===== src/rcspc_map.vh =====
// register offsets, field positions, reset values and timing counts
`ifndef RCSPC_MAP_VH
`define RCSPC_MAP_VH
`define RCSPC_ADR_SWRST 8'h00
`define RCSPC_ADR_ACTSET 8'h04
`define RCSPC_ADR_ACT 8'h08
`define RCSPC_ADR_CAUSE 8'h0C
`define RCSPC_ADR_CAUSECLR 8'h10
`define RCSPC_ADR_SLEEP 8'h14
`define RCSPC_ADR_SRAMSZ 8'h18
`define RCSPC_ADR_USB 8'h1C
`define RCSPC_ADR_VEVCFG 8'h20
`define RCSPC_ADR_VESTAT 8'h24
`define RCSPC_SWRST_KEY 32'h0000_0001
// action register: bit0 wd0, 1 wd1, 2 brownout, 3 pin; 1 = full por
`define RCSPC_ACT_RESET 4'h0
// action set: bits 2n = full por, 2n+1 = system, source n
// cause bits
`define RCSPC_C_EXT 0
`define RCSPC_C_POR 1
`define RCSPC_C_BOR 2
`define RCSPC_C_WD0 3
`define RCSPC_C_SW 4
`define RCSPC_C_WD1 5
`define RCSPC_C_HIB 6
`define RCSPC_C_HSR 7
`define RCSPC_POR_CAUSE 8'h02
// sleep register: bit0 gating, bit1 flash reduced, bits3:2 sram mode
`define RCSPC_SRAM_FULL 2'h0
`define RCSPC_SRAM_STBY 2'h1
`define RCSPC_SRAM_LOW 2'h3
`define RCSPC_SLEEP_RESET 4'h0
// voltage event config: bits1:0 core rail, 3:2 analog rail
`define RCSPC_VE_NONE 2'h0
`define RCSPC_VE_INT 2'h1
`define RCSPC_VE_NMI 2'h2
`define RCSPC_VE_RST 2'h3
`define RCSPC_VE_RESET 4'h0
`define RCSPC_VS_CORE 0
`define RCSPC_VS_ANA 1
`define RCSPC_SRAM_BYTES 32'h0000_8000
`define RCSPC_RST_CYCLES 4'h8
`endif


===== src/rcspc_top.v =====
// reset cause and sleep power control with wishbone register slave
`timescale 1ns/1ps
`default_nettype none
`include "rcspc_map.vh"
module rcspc_top (
  input wire clk,
  input wire arst_n,
  input wire wb_cyc_i,
  input wire wb_stb_i,
  input wire wb_we_i,
  input wire [7:0] wb_adr_i,
  input wire [3:0] wb_sel_i,
  input wire [31:0] wb_dat_i,
  output reg [31:0] wb_dat_o,
  output reg wb_ack_o,
  input wire wd0_reset_req,
  input wire wd1_reset_req,
  input wire brownout_core,
  input wire brownout_analog,
  input wire external_reset_pin_n,
  input wire hib_reset_req,
  input wire hw_service_req,
  input wire sleep_req,
  input wire [31:0] periph_run_en,
  input wire [31:0] periph_sleep_en,
  output reg [31:0] periph_clk_en,
  output reg full_por_req,
  output reg sys_reset_n,
  output reg sleep_flash_reduced,
  output reg [1:0] sleep_sram_mode,
  output reg usb_phy_pll_on,
  output reg usb_phy_enable,
  output reg brownout_irq,
  output reg brownout_nmi
);
  // arst_n is the power-on reset; a system reset only restores defaults
  reg [3:0] act_q;
  reg [7:0] cause_q;
  reg [3:0] sleep_q;
  reg usb_q;
  reg [3:0] vcfg_q;
  reg [1:0] vstat_q;
  reg [3:0] rcnt_q;
  reg full_q;
  reg bo_core_q;
  reg bo_ana_q;
  wire wr;
  wire rd;
  wire bo_core_ev;
  wire bo_ana_ev;
  wire bo_rst;
  wire sw_rst;
  wire pin_ev;
  wire [3:0] src_ev;
  wire sys_ev;
  wire por_ev;
  wire in_rst;
  reg pin_d1_q;
  assign wr = wb_cyc_i & wb_stb_i & wb_we_i & ~wb_ack_o & wb_sel_i[0];
  assign rd = wb_cyc_i & wb_stb_i & ~wb_ack_o;
  assign sw_rst = wr & (wb_adr_i == `RCSPC_ADR_SWRST) & wb_dat_i[0];
  assign bo_core_ev = brownout_core & ~bo_core_q;
  assign bo_ana_ev = brownout_analog & ~bo_ana_q;
  // brown-out reset only when the rail's response selects it
  assign bo_rst = ve_hit(bo_core_ev, vcfg_q[1:0], bo_ana_ev, vcfg_q[3:2], `RCSPC_VE_RST);
  assign pin_ev = ~external_reset_pin_n & pin_d1_q;
  assign src_ev = {pin_ev, bo_rst, wd1_reset_req, wd0_reset_req};
  // each watchdog, brown-out and pin source routed by its own action bit
  assign por_ev = |(src_ev & act_q);
  assign sys_ev = (|(src_ev & ~act_q)) | sw_rst | hib_reset_req | hw_service_req;
  assign in_rst = (rcnt_q != 4'h0);

  function [3:0] act_merge;
    input [3:0] cur;
    input [7:0] req;
    integer i;
    begin
      act_merge = cur;
      for (i = 0; i < 4; i = i + 1)
      begin
        if (req[2*i])
          act_merge[i] = 1'b1;
        else if (req[2*i+1])
          act_merge[i] = 1'b0;
      end
    end
  endfunction

  // either rail's new event with its response set to the given code
  function ve_hit;
    input ev_a;
    input [1:0] cfg_a;
    input ev_b;
    input [1:0] cfg_b;
    input [1:0] code;
    begin
      ve_hit = (ev_a & (cfg_a == code)) | (ev_b & (cfg_b == code));
    end
  endfunction

  always @(posedge clk or negedge arst_n)
  begin
    if (!arst_n)
    begin
      bo_core_q <= 1'b0;
      bo_ana_q <= 1'b0;
      // idle level of the pin, so no false edge after reset
      pin_d1_q <= 1'b1;
      act_q <= `RCSPC_ACT_RESET;
      vstat_q <= 2'h0;
      cause_q <= `RCSPC_POR_CAUSE;
      rcnt_q <= 4'h0;
      full_q <= 1'b0;
    end
    else
    begin
      bo_core_q <= brownout_core;
      bo_ana_q <= brownout_analog;
      pin_d1_q <= external_reset_pin_n;
      // brown-out flags: set wins over clear, never reset by system reset
      vstat_q[`RCSPC_VS_CORE] <= bo_core_ev | (vstat_q[`RCSPC_VS_CORE] &
        ~(wr & (wb_adr_i == `RCSPC_ADR_VESTAT) & wb_dat_i[`RCSPC_VS_CORE]));
      vstat_q[`RCSPC_VS_ANA] <= bo_ana_ev | (vstat_q[`RCSPC_VS_ANA] &
        ~(wr & (wb_adr_i == `RCSPC_ADR_VESTAT) & wb_dat_i[`RCSPC_VS_ANA]));
      if (por_ev)
      begin
        // full power-on sequence reloads action and cause as power-on reset does; brown-out flags are kept
        act_q <= `RCSPC_ACT_RESET;
        cause_q <= `RCSPC_POR_CAUSE;
        full_q <= 1'b1;
        rcnt_q <= `RCSPC_RST_CYCLES;
      end
      else
      begin
        if (wr & (wb_adr_i == `RCSPC_ADR_ACTSET) & ~in_rst)
          act_q <= act_merge(act_q, wb_dat_i[7:0]);
        // causes accumulate; clear only masked bits; new event wins
        cause_q <= (cause_q & ~((wr & (wb_adr_i == `RCSPC_ADR_CAUSECLR)) ?
          wb_dat_i[7:0] : 8'h00)) |
          {hw_service_req, hib_reset_req, wd1_reset_req, sw_rst,
           wd0_reset_req, bo_rst, 1'b0, pin_ev};
        if (sys_ev)
        begin
          rcnt_q <= `RCSPC_RST_CYCLES;
          full_q <= 1'b0;
        end
        else if (in_rst)
          rcnt_q <= rcnt_q - 4'h1;
        else
          full_q <= 1'b0;
      end
    end
  end

  // registers restored to defaults by any reset
  always @(posedge clk or negedge arst_n)
  begin
    if (!arst_n)
    begin
      sleep_q <= `RCSPC_SLEEP_RESET;
      usb_q <= 1'b0;
      vcfg_q <= `RCSPC_VE_RESET;
    end
    else if (in_rst)
    begin
      sleep_q <= `RCSPC_SLEEP_RESET;
      usb_q <= 1'b0;
      vcfg_q <= `RCSPC_VE_RESET;
    end
    else if (wr)
    begin
      if (wb_adr_i == `RCSPC_ADR_SLEEP)
        sleep_q <= wb_dat_i[3:0];
      if (wb_adr_i == `RCSPC_ADR_USB)
        usb_q <= wb_dat_i[0];
      if (wb_adr_i == `RCSPC_ADR_VEVCFG)
        vcfg_q <= wb_dat_i[3:0];
    end
  end

  // bus answer one cycle after request, unmapped reads return zero
  always @(posedge clk or negedge arst_n)
  begin
    if (!arst_n)
    begin
      wb_ack_o <= 1'b0;
      wb_dat_o <= 32'h0000_0000;
    end
    else
    begin
      wb_ack_o <= rd;
      wb_dat_o <= 32'h0000_0000;
      if (rd & ~wb_we_i)
      begin
        case (wb_adr_i)
          `RCSPC_ADR_ACT: wb_dat_o <= {28'h000_0000, act_q};
          `RCSPC_ADR_CAUSE: wb_dat_o <= {24'h00_0000, cause_q};
          `RCSPC_ADR_SLEEP: wb_dat_o <= {28'h000_0000, sleep_q};
          `RCSPC_ADR_SRAMSZ: wb_dat_o <= `RCSPC_SRAM_BYTES;
          `RCSPC_ADR_USB: wb_dat_o <= {31'h0000_0000, usb_q};
          `RCSPC_ADR_VEVCFG: wb_dat_o <= {28'h000_0000, vcfg_q};
          `RCSPC_ADR_VESTAT: wb_dat_o <= {30'h0000_0000, vstat_q};
          default: wb_dat_o <= 32'h0000_0000;
        endcase
      end
    end
  end

  always @(posedge clk or negedge arst_n)
  begin
    if (!arst_n)
    begin
      periph_clk_en <= 32'h0000_0000;
      full_por_req <= 1'b0;
      sys_reset_n <= 1'b0;
      sleep_flash_reduced <= 1'b0;
      sleep_sram_mode <= `RCSPC_SRAM_FULL;
      usb_phy_pll_on <= 1'b0;
      usb_phy_enable <= 1'b0;
      brownout_irq <= 1'b0;
      brownout_nmi <= 1'b0;
    end
    else
    begin
      if (sleep_req & sleep_q[0])
        periph_clk_en <= periph_run_en & periph_sleep_en;
      else
        periph_clk_en <= periph_run_en;
      full_por_req <= full_q & in_rst;
      sys_reset_n <= ~in_rst & ~sys_ev & ~por_ev;
      sleep_flash_reduced <= sleep_req & sleep_q[1];
      sleep_sram_mode <= sleep_req ? sleep_q[3:2] : `RCSPC_SRAM_FULL;
      usb_phy_pll_on <= usb_q;
      usb_phy_enable <= usb_q;
      brownout_irq <= ve_hit(bo_core_ev, vcfg_q[1:0], bo_ana_ev, vcfg_q[3:2], `RCSPC_VE_INT);
      brownout_nmi <= ve_hit(bo_core_ev, vcfg_q[1:0], bo_ana_ev, vcfg_q[3:2], `RCSPC_VE_NMI);
    end
  end
endmodule
`default_nettype wire


===== config.mk =====
export PLATFORM = sky130hd
export DESIGN_NAME = rcspc_top
export DESIGN_NICKNAME = d
export VERILOG_FILES = /design/src/rcspc_top.v
export VERILOG_INCLUDE_DIRS = /design/src
export SDC_FILE = /design/constraint.sdc
export NUM_CORES = 1
export LEC_CHECK = 0
export ABC_AREA = 1
export CORE_ASPECT_RATIO = 2
export CORE_MARGIN = 10
export CORE_UTILIZATION = 35
export DETAILED_ROUTE_END_ITERATION = 8
export DONT_BUFFER_PORTS = 1
export PLACE_DENSITY_LB_ADDON = 0.1
export SKIP_CTS_REPAIR_TIMING = 1
export SYNTH_ARGS = -nofsm -noshare
export SYNTH_HDL_FRONTEND = slang
export SYNTH_SLANG_ARGS = --single-unit

===== constraint.sdc =====
create_clock -name clk -period 1.6 [get_ports clk]
set_input_delay 0.32 -clock clk [delete_from_list [all_inputs] [get_ports clk]]
set_output_delay 0.32 -clock clk [all_outputs]
set_load 0.03 [all_outputs]

==> impl_metrics.env, run 1 <==
export IMPL_clock_skew_ns=0.005202
export IMPL_p_leak_nw=1.964
export IMPL_powerDensity_nw_per_um2=1096
export IMPL_portBuffers=0
export IMPL_multiInputGateArea_um2=1373
export IMPL_crit_type="reg -> reg"
export IMPL_synth_ff_latch_count=81
export IMPL_drv_slew=0
export IMPL_clk_latency_ns=0.33
export IMPL_crit_arrival_ns=1.71
export IMPL_yosys_area_share_simple_pct=22.70
export IMPL_crit_required_ns=1.83
export IMPL_antenna_found_initial=0
export IMPL_cts_root_buf="clkbuf_16"
export IMPL_cts_path_max_buffers=2
export IMPL_startpoint_type="flip-flop"
export IMPL_io_pins=195
export IMPL_fp_row_count=52
export IMPL_finalWirelength_um=10310
export IMPL_setup_viol=0
export IMPL_drcViolationCount=0
export IMPL_grt_pass1_wl_um=15570
export IMPL_n_antenna_cell=0
export IMPL_synth_edff_count=0
export IMPL_tritoncts="built"
export IMPL_antenna_left=0
export IMPL_fmax_mhz=673.9
export IMPL_grt_setup_unrepaired="no"
export IMPL_end_kind="flip-flop"
export IMPL_die_area_um2=15250
export IMPL_holdWs_ns=-0.3227
export IMPL_clk_pin_slew_ns=0.06
export IMPL_routedWlPerCell_um=18.29
export IMPL_synthArstFlopShare_pct=100.0
export IMPL_initial_core_util_pct=35.99
export IMPL_hold_violations=81
export IMPL_nets=547
export IMPL_syn_area_um2=3676
export IMPL_fill_cells=1055
export IMPL_violations="negative hold slack"
export IMPL_vias_per_cell=4.754
export IMPL_hold_path_class="in -> async"
export IMPL_fin_crit_sh_pct=92.74
export IMPL_min_period_ns=1.484
export IMPL_core_area_um2=10210
export IMPL_htreeDepth=3
export IMPL_grt_max_degree=82
export IMPL_final_area_um2=4182
export IMPL_synth_top_cells_by_count="dfrtp_1, nand2_1, nor2_1"
export IMPL_finalSetupTns_ns=0
export IMPL_netlist_top_cells_area="dfrtp_1, nand2_1, o21a_1, buf_4, nand3_1"
export IMPL_firstDrtPassIters=4
export IMPL_gp_congestion=0.9161
export IMPL_maxCapViolCount=0
export IMPL_avgSynthCellArea_um2=9.213
export IMPL_drt_iter0_drc=120
export IMPL_synth_ff_type="dfrtp_1"
export IMPL_post_route_util_pct=40.94
export IMPL_gr_total_overflow=0
export IMPL_dp_hpwl_um=8360
export IMPL_register_area_um2=2029
export IMPL_peakVddDrop_mv=0.5087
export IMPL_dieWidth_um=92.47
export IMPL_placed_area_um2=3856
export IMPL_synth_fa_ha_area_share_pct=0.6807
export IMPL_synth_largest_area_cell="dfrtp_1"
export IMPL_synthMuxAreaShare_pct=0
export IMPL_synth_top_area_share_pct=53.78
export IMPL_path_max_fanout=10
export IMPL_seq_area_frac_synth_pct=55.21
export IMPL_synth_top_family_by_area="simple AND/OR/NAND/NOR gates"
export IMPL_synth_xor_area_share_pct=0.7148
export IMPL_synth_most_common_cell="dfrtp_1"
export IMPL_grt_total_usage_pct=13.24
export IMPL_power_mw=4.584
export IMPL_ys_warn_count=0
export IMPL_synth_compound_area_share_pct=10.89
export IMPL_area_growth_pct=13.75
export IMPL_cts_sinks=81
export IMPL_cts_made_buffers=9
export IMPL_fp_dieH_um=164.9
export IMPL_via_count=2681
export IMPL_syn_inst=399
export IMPL_grt_pass1_vias=2926
export IMPL_status="finished, violations left"
export IMPL_layout_drive_gt1_share_pct=15.38
export IMPL_synth_distinct_cells=28
==> state kept, by name, indices dropped and copies added (netlist names), 2 cells and up <==
| register | flops |
|---|---|
| periph_clk_en | 32 |
| sleep_sram_mode | 2 |
| vstat_q | 2 |
| cause_q | 8 |
| vcfg_q | 4 |
| sleep_q | 4 |
| rcnt_q | 4 |
| wb_dat_o | 9 |
| act_q | 4 |
==> cell families after synthesis <==
logic type	count (synthesis)
AOI/OAI and AO/OA	58
xor gates and xnor gates	3
adders and majority gates	2
buffers and inverters	70
DFF	81
other	1
and+or+nand+nor	184
==> critical path, cell delays in order (launching register included) <==
cell     delay, ns
dfstp_2       0.51
nand2_1       0.08
o21ai_0       0.29
inv_1         0.11
nand2_2       0.21
nor2_1        0.06
nand2_1       0.06
nand2_1       0.05
==> power breakdown <==
part,leakage [nW],internal [mW],switching (mW)
registers,1.01,2.13,0.137
logic,0.813,0.0875,0.184
clock network,0.146,1.21,0.835
==> routing by layer <==
metal  vias to the layer above  part of all wire (%)  global-route usage (%)
li1                       1286                     -                       -
met1                      1266                    30                   11.31
met2                       117                    56                   24.55
met3                        12                    11                   6.730
met4                         0                   2.4                   6.206
met5                         -                     0                       0
==> layout make-up <==
cell class | instances | share of cell area (%)
clock buffers | 9 | 5.386
clock inverters | 7 | 1.676
inverters | 42 | 3.770
multi-input cells | 270 | 32.82
flip-flops and latches | 81 | 48.53
well taps | 135 | 4.039
repair buffers | 20 | 3.770
==> cells in the final DEF (no fill, tap or decap), types with 6 or more instances in the layout <==
cell type,synthesis,final
a21oi_1,9,9
buf_4,25,17
clkbuf_16,0,9
conb_1,1,23
dfrtp_1,79,79
inv_1,37,37
nand2_1,78,78
nand2_2,7,7
nand3_1,37,37
nand4_1,6,6
nor2_1,38,38
nor2_2,10,10
o21a_1,32,32
o21ai_0,9,9
==> final timing paths <==
path                                         start                            to  slack [ns]  cells after the start
worst max register to register  pin_d1_q$_DFF_PN1_          act_q[3]$_DFFE_PN0P_        0.12                      7
max in group asynchronous                   arst_n            pin_d1_q$_DFF_PN1_        1.74                      0
min in group clk                         sleep_req  sleep_sram_mode[0]$_DFF_PN0_        0.09                      2
worst max-delay path            pin_d1_q$_DFF_PN1_          act_q[3]$_DFFE_PN0P_        0.12                      7
worst min register to register   usb_q$_DFFE_PN0P_      usb_phy_enable$_DFF_PN0_        0.43                      0
worst min-delay path                        arst_n        full_por_req$_DFF_PN0_       -0.32                      0
==> per-stage QoR <==
stage | setup WS [ns] | hold slack (ns) | std cells
floorplan | 0.2372 | 0.02441 | 421
global placement | 0.1377 | 0.02692 | 545
detailed placement | 0.1121 | 0.02695 | 545
CTS | 0.09858 | -0.3386 | 561
global route | 0.02969 | -0.3414 | 564
finish | 0.1161 | -0.3227 | 564
Note: power is estimated with default switching activity, not from simulation.
==> run 2: changes to the inputs <==
Settings changed: CORE_UTILIZATION 35 to 63.
==> impl_metrics.env, run 2 (synthesis results as in run 1) <==
export IMPL_regMostFlops="periph_clk_en"
export IMPL_crit_chain="nor2_4, nand2_2, inv_2, nand4_1, nand3_2, nor2_1"
export IMPL_violations="negative hold slack"
export IMPL_grt_pass1_wl_um=13560
export IMPL_fp_dieH_um=128.0
export IMPL_reg_largest_list="periph_clk_en x32, wb_dat_o x9, cause_q x8"
export IMPL_fmax_mhz=697.7
export IMPL_tritoncts="built"
export IMPL_antenna_left=0
export IMPL_finalWirelength_um=9055
export IMPL_maxCapViolCount=0
export IMPL_final_area_um2=3994
export IMPL_cts_root_buf="clkbuf_16"
export IMPL_final_cell_mix="dfrtp_1, nand2_1, nor2_1, inv_1, nand3_1"
export IMPL_path_buf_inv=1
export IMPL_worst_r2r_endpoint="rcnt_q[2]$_DFFE_PN0P_"
export IMPL_grt_pass1_vias=2803
export IMPL_clk_latency_ns=0.33
export IMPL_area_growth_pct=8.645
export IMPL_hold_violations=81
export IMPL_cts_sinks=81
export IMPL_gp_congestion=0.9207
export IMPL_placed_area_um2=3704
export IMPL_cp_top_family="simple AND/OR/NAND/NOR gates"
export IMPL_clock_skew_ns=0.004250
export IMPL_fill_cells=476
export IMPL_status="finished, violations left"
export IMPL_crit_arrival_ns=1.65
export IMPL_startpoint_type="flip-flop"
export IMPL_layout_drive_gt1_share_pct=13.57
export IMPL_drcViolationCount=0
export IMPL_io_pins=195
export IMPL_final_common_cell="dfrtp_1"
export IMPL_grt_total_usage_pct=18.72
export IMPL_gr_total_overflow=0
export IMPL_vias_per_cell=5.626
export IMPL_htreeDepth=3
export IMPL_initial_core_util_pct=64.39
export IMPL_setup_viol=0
export IMPL_fin_crit_sh_pct=89.58
export IMPL_slowest_stage="dfrtp_1"
export IMPL_powerDensity_nw_per_um2=1084
export IMPL_peakVddDrop_mv=1.073
export IMPL_min_period_ns=1.433
export IMPL_n_antenna_cell=0
export IMPL_path_max_fanout=10
export IMPL_end_kind="flip-flop"
export IMPL_reg2reg_setup_slack_ns=0.17
export IMPL_p_leak_nw=1.897
export IMPL_grt_setup_unrepaired="no"
export IMPL_slowest_delay_ns=0.40
export IMPL_holdWs_ns=-0.3190
export IMPL_grt_max_degree=82
export IMPL_r2r_start="wb_ack_o$_DFF_PN0_"
export IMPL_hold_path_class="in -> async"
export IMPL_critPathLaunch="wb_ack_o$_DFF_PN0_"
export IMPL_firstDrtPassIters=4
export IMPL_critical_path_depth=6
export IMPL_dieWidth_um=74.02
export IMPL_core_area_um2=5709
export IMPL_antenna_found_initial=0
export IMPL_cts_path_max_buffers=2
export IMPL_crit_required_ns=1.82
export IMPL_nets=538
export IMPL_cts_made_buffers=9
export IMPL_dp_hpwl_um=7364
export IMPL_largest_reg_flops=32
export IMPL_clk_pin_slew_ns=0.06
export IMPL_via_count=2706
export IMPL_portBuffers=0
export IMPL_routedWlPerCell_um=18.83
export IMPL_fp_row_count=39
export IMPL_drt_iter0_drc=165
export IMPL_die_area_um2=9476
export IMPL_reg2reg_depth=6
export IMPL_finalSetupTns_ns=0
export IMPL_crit_type="reg -> reg"
export IMPL_drv_slew=0
==> run 2: worst register-to-register path, delay by kind of cell (launching register included) <==
| family | cells | cell delay [ns] |
|---|---|---|
| simple gates | 5 | 0.74 |
| flops | 1 | 0.40 |
| buf+inv | 1 | 0.20 |
==> run 2: worst max path at each step <==
stage                            endpoint  slack [ns]
detailed placement   act_q[3]$_DFFE_PN0P_        0.10
floorplan            cause_q[2]$_DFF_PN0_        0.24
global placement    sys_reset_n$_DFF_PN0_        0.14
global route         cause_q[6]$_DFF_PN0_        0.03
finish              rcnt_q[2]$_DFFE_PN0P_        0.17
CTS                  act_q[3]$_DFFE_PN0P_        0.08
==> run 2: where the power goes <==
group	internal, mW	switching (mW)	leakage [nW]
clock	1.04	0.748	0.122
combinational	0.0807	0.185	0.770
sequential	2.13	0.137	1.01
total	3.26	1.07	1.90
==> run 2: metrics by stage <==
step,utilization [%],setup slack (ns),hold slack [ns],power (mW),std cells
finish,69.95,0.1667,-0.3190,4.327,481
global route,69.95,0.03031,-0.3365,4.502,481
CTS,69.52,0.08480,-0.3258,4.360,479
detailed placement,64.87,0.1008,0.02675,2.566,463
global placement,64.87,0.1413,0.02668,2.558,463
floorplan,-,0.2372,0.02441,2.553,421
==> run 2: final cells by class <==
type                    instances  area, um2  share of cell area [%]
clock buffers                  11      232.7                   5.827
clock inverters                 5      32.53                  0.8145
inverters                      42      157.7                   3.947
multi-input cells             270       1378                   34.49
flip-flops and latches         81       2029                   50.81
well taps                      61      76.32                   1.911
repair buffers                 11      87.58                   2.193
==> run 2: routing by layer <==
| layer | up-vias | GRT usage, % | share of wire (%) |
|---|---|---|---|
| met5 | - | 0 | 0 |
| met4 | 0 | 10.58 | 3.7 |
| met3 | 26 | 8.760 | 13 |
| met2 | 141 | 34.12 | 57 |
| met1 | 1276 | 15.24 | 26 |
| li1 | 1263 | - | - |
==> run 3: changes to the inputs <==
Settings changed: CORE_ASPECT_RATIO 2 to 0.75.
==> impl_metrics.env, run 3 (synthesis results as in run 1) <==
export IMPL_status="finished, violations left"
export IMPL_violations="negative hold slack"
export IMPL_tightest_slew_ns=0.5416
export IMPL_powerDensity_nw_per_um2=1018
export IMPL_p_seq_share_pct=56.4
export IMPL_reg_largest_list="periph_clk_en x32, wb_dat_o x9, cause_q x8"
export IMPL_slew_limit_headroom_pct=63.92
export IMPL_layout_drive_gt1_share_pct=14.29
export IMPL_final_area_um2=3961
export IMPL_nets=538
export IMPL_initial_core_util_pct=66.88
export IMPL_grt_total_usage_pct=18.51
export IMPL_fin_crit_sh_pct=93.61
export IMPL_fill_cells=411
export IMPL_power_mw=4.031
export IMPL_cts_root_buf="clkbuf_8"
export IMPL_register_area_um2=2029
export IMPL_n_antenna_cell=0
export IMPL_largest_reg_flops=32
export IMPL_min_period_ns=1.498
export IMPL_clock_skew_ns=0.006384
export IMPL_area_growth_pct=7.760
export IMPL_fmax_mhz=667.6
export IMPL_placed_cells=474
export IMPL_post_route_util_pct=72.07
export IMPL_setup_viol=0
export IMPL_peakVddDrop_mv=0.7811
export IMPL_dp_hpwl_um=6949
export IMPL_drcViolationCount=0
export IMPL_crit_required_ns=1.85
export IMPL_reg2reg_setup_slack_ns=0.10
export IMPL_cts_sinks=81
export IMPL_finalWirelength_um=8837
export IMPL_grt_pass1_vias=2682
export IMPL_p_int_mw=2.946
export IMPL_path_max_fanout=10
export IMPL_dieWidth_um=108.2
export IMPL_worst_r2r_endpoint="act_q[3]$_DFFE_PN0P_"
export IMPL_holdWs_ns=-0.3449
export IMPL_firstDrtPassIters=4
export IMPL_hold_violations=81
export IMPL_grt_util_met3_pct=7.848
export IMPL_dp_worst_setup_slack_ns=0.1195
export IMPL_htreeDepth=3
export IMPL_vias_per_cell=5.366
export IMPL_endpoint="act_q[3]$_DFFE_PN0P_"
export IMPL_fp_row_count=23
export IMPL_grt_pass1_wl_um=13560
export IMPL_hold_path_class="in -> async"
export IMPL_r2r_start="pin_d1_q$_DFF_PN1_"
export IMPL_die_area_um2=9322
export IMPL_portBuffers=0
export IMPL_switching_power_mw=1.085
export IMPL_crit_arrival_ns=1.74
export IMPL_routedWlPerCell_um=17.85
export IMPL_clk_pin_slew_ns=0.08
export IMPL_finalSetupTns_ns=0
export IMPL_cts_path_max_buffers=2
export IMPL_final_cell_mix="dfrtp_1, nand2_1, inv_1, nor2_1, nand3_1"
export IMPL_critPathLaunch="pin_d1_q$_DFF_PN1_"
export IMPL_io_pins=195
export IMPL_core_area_um2=5497
export IMPL_antenna_left=0
export IMPL_fp_dieH_um=86.16
export IMPL_end_kind="flip-flop"
export IMPL_final_common_cell="dfrtp_1"
export IMPL_clkPwrFrac_pct=37.0
export IMPL_gp_congestion=0.9243
export IMPL_placed_area_um2=3699
export IMPL_drt_iter0_drc=202
export IMPL_combPwrFrac_pct=6.6
export IMPL_clk_latency_ns=0.35
export IMPL_p_leak_nw=1.871
export IMPL_drv_slew=0
export IMPL_layout_setup_ws_ns=0.1022
export IMPL_crit_type="reg -> reg"
export IMPL_startpoint_type="flip-flop"
export IMPL_tritoncts="built"
export IMPL_fin_cells=495
export IMPL_grt_util_met1_pct=22.73
export IMPL_maxCapViolCount=0
export IMPL_top_usage_layer="met2"
export IMPL_grt_max_degree=82
export IMPL_cts_made_buffers=9
export IMPL_antenna_found_initial=0
export IMPL_regMostFlops="periph_clk_en"
export IMPL_via_count=2656
export IMPL_multiInputGateArea_um2=1390
export IMPL_gr_total_overflow=0
export IMPL_grt_use_met2_pct=28.99
export IMPL_reg2reg_depth=7
export IMPL_swShare_pct=26.91
==> run 3: cell types whose count changed in the layout (fill, tap and decap cells not counted), moves of 2 or more <==
cell       previous run  this run
clkbuf_1              2         0
clkbuf_16             9         0
inv_6                 0         3
nor2_1               38        36
clkbuf_8              0         9
nor2_2               10        12
==> run 3: worst min path at each step <==
stage | start | end | slack (ns) | depth (start not counted)
6_report | arst_n | wb_dat_o[7]$_DFF_PN0_ | -0.34 | 0
5_1_grt | arst_n | wb_dat_o[7]$_DFF_PN0_ | -0.37 | 0
4_1_cts | arst_n | wb_dat_o[6]$_DFF_PN0_ | -0.36 | 0
3_5_place_dp | arst_n | wb_dat_o[4]$_DFF_PN0_ | 0.03 | 0
3_3_place_gp | arst_n | wb_dat_o[4]$_DFF_PN0_ | 0.03 | 0
2_1_floorplan | arst_n | act_q[0]$_DFFE_PN0P_ | 0.02 | 0
==> run 3: final cells by class <==
class,count,area share (%)
well taps,75,2.369
clock buffers,9,3.127
multi-input cells,270,35.09
clock inverters,7,1.927
inverters,42,3.980
repair buffers,11,2.274
flip-flops and latches,81,51.23
==> run 3: per-layer routing <==
metal	routed length, um	share of wire (%)
met2	4036	46
met4	102	1.2
met3	1230	14
met1	3468	39
met5	0	0
==> run 3: worst max-delay path, stage by stage (launching register included) <==
cell,delay [ns]
dfstp_2,0.52
nand2_1,0.07
o21ai_0,0.29
inv_1,0.12
nand2_2,0.21
nor2_1,0.07
nand2_1,0.07
nand2_1,0.05
==> run 3: power groups by stage <==
stage	logic [mW]	clock network, mW	registers, mW
3_5_place_dp	0.252	0	2.31
2_1_floorplan	0.257	0	2.30
3_3_place_gp	0.245	0	2.31
4_1_cts	0.253	1.54	2.27
6_report	0.268	1.49	2.27
5_1_grt	0.297	1.61	2.28
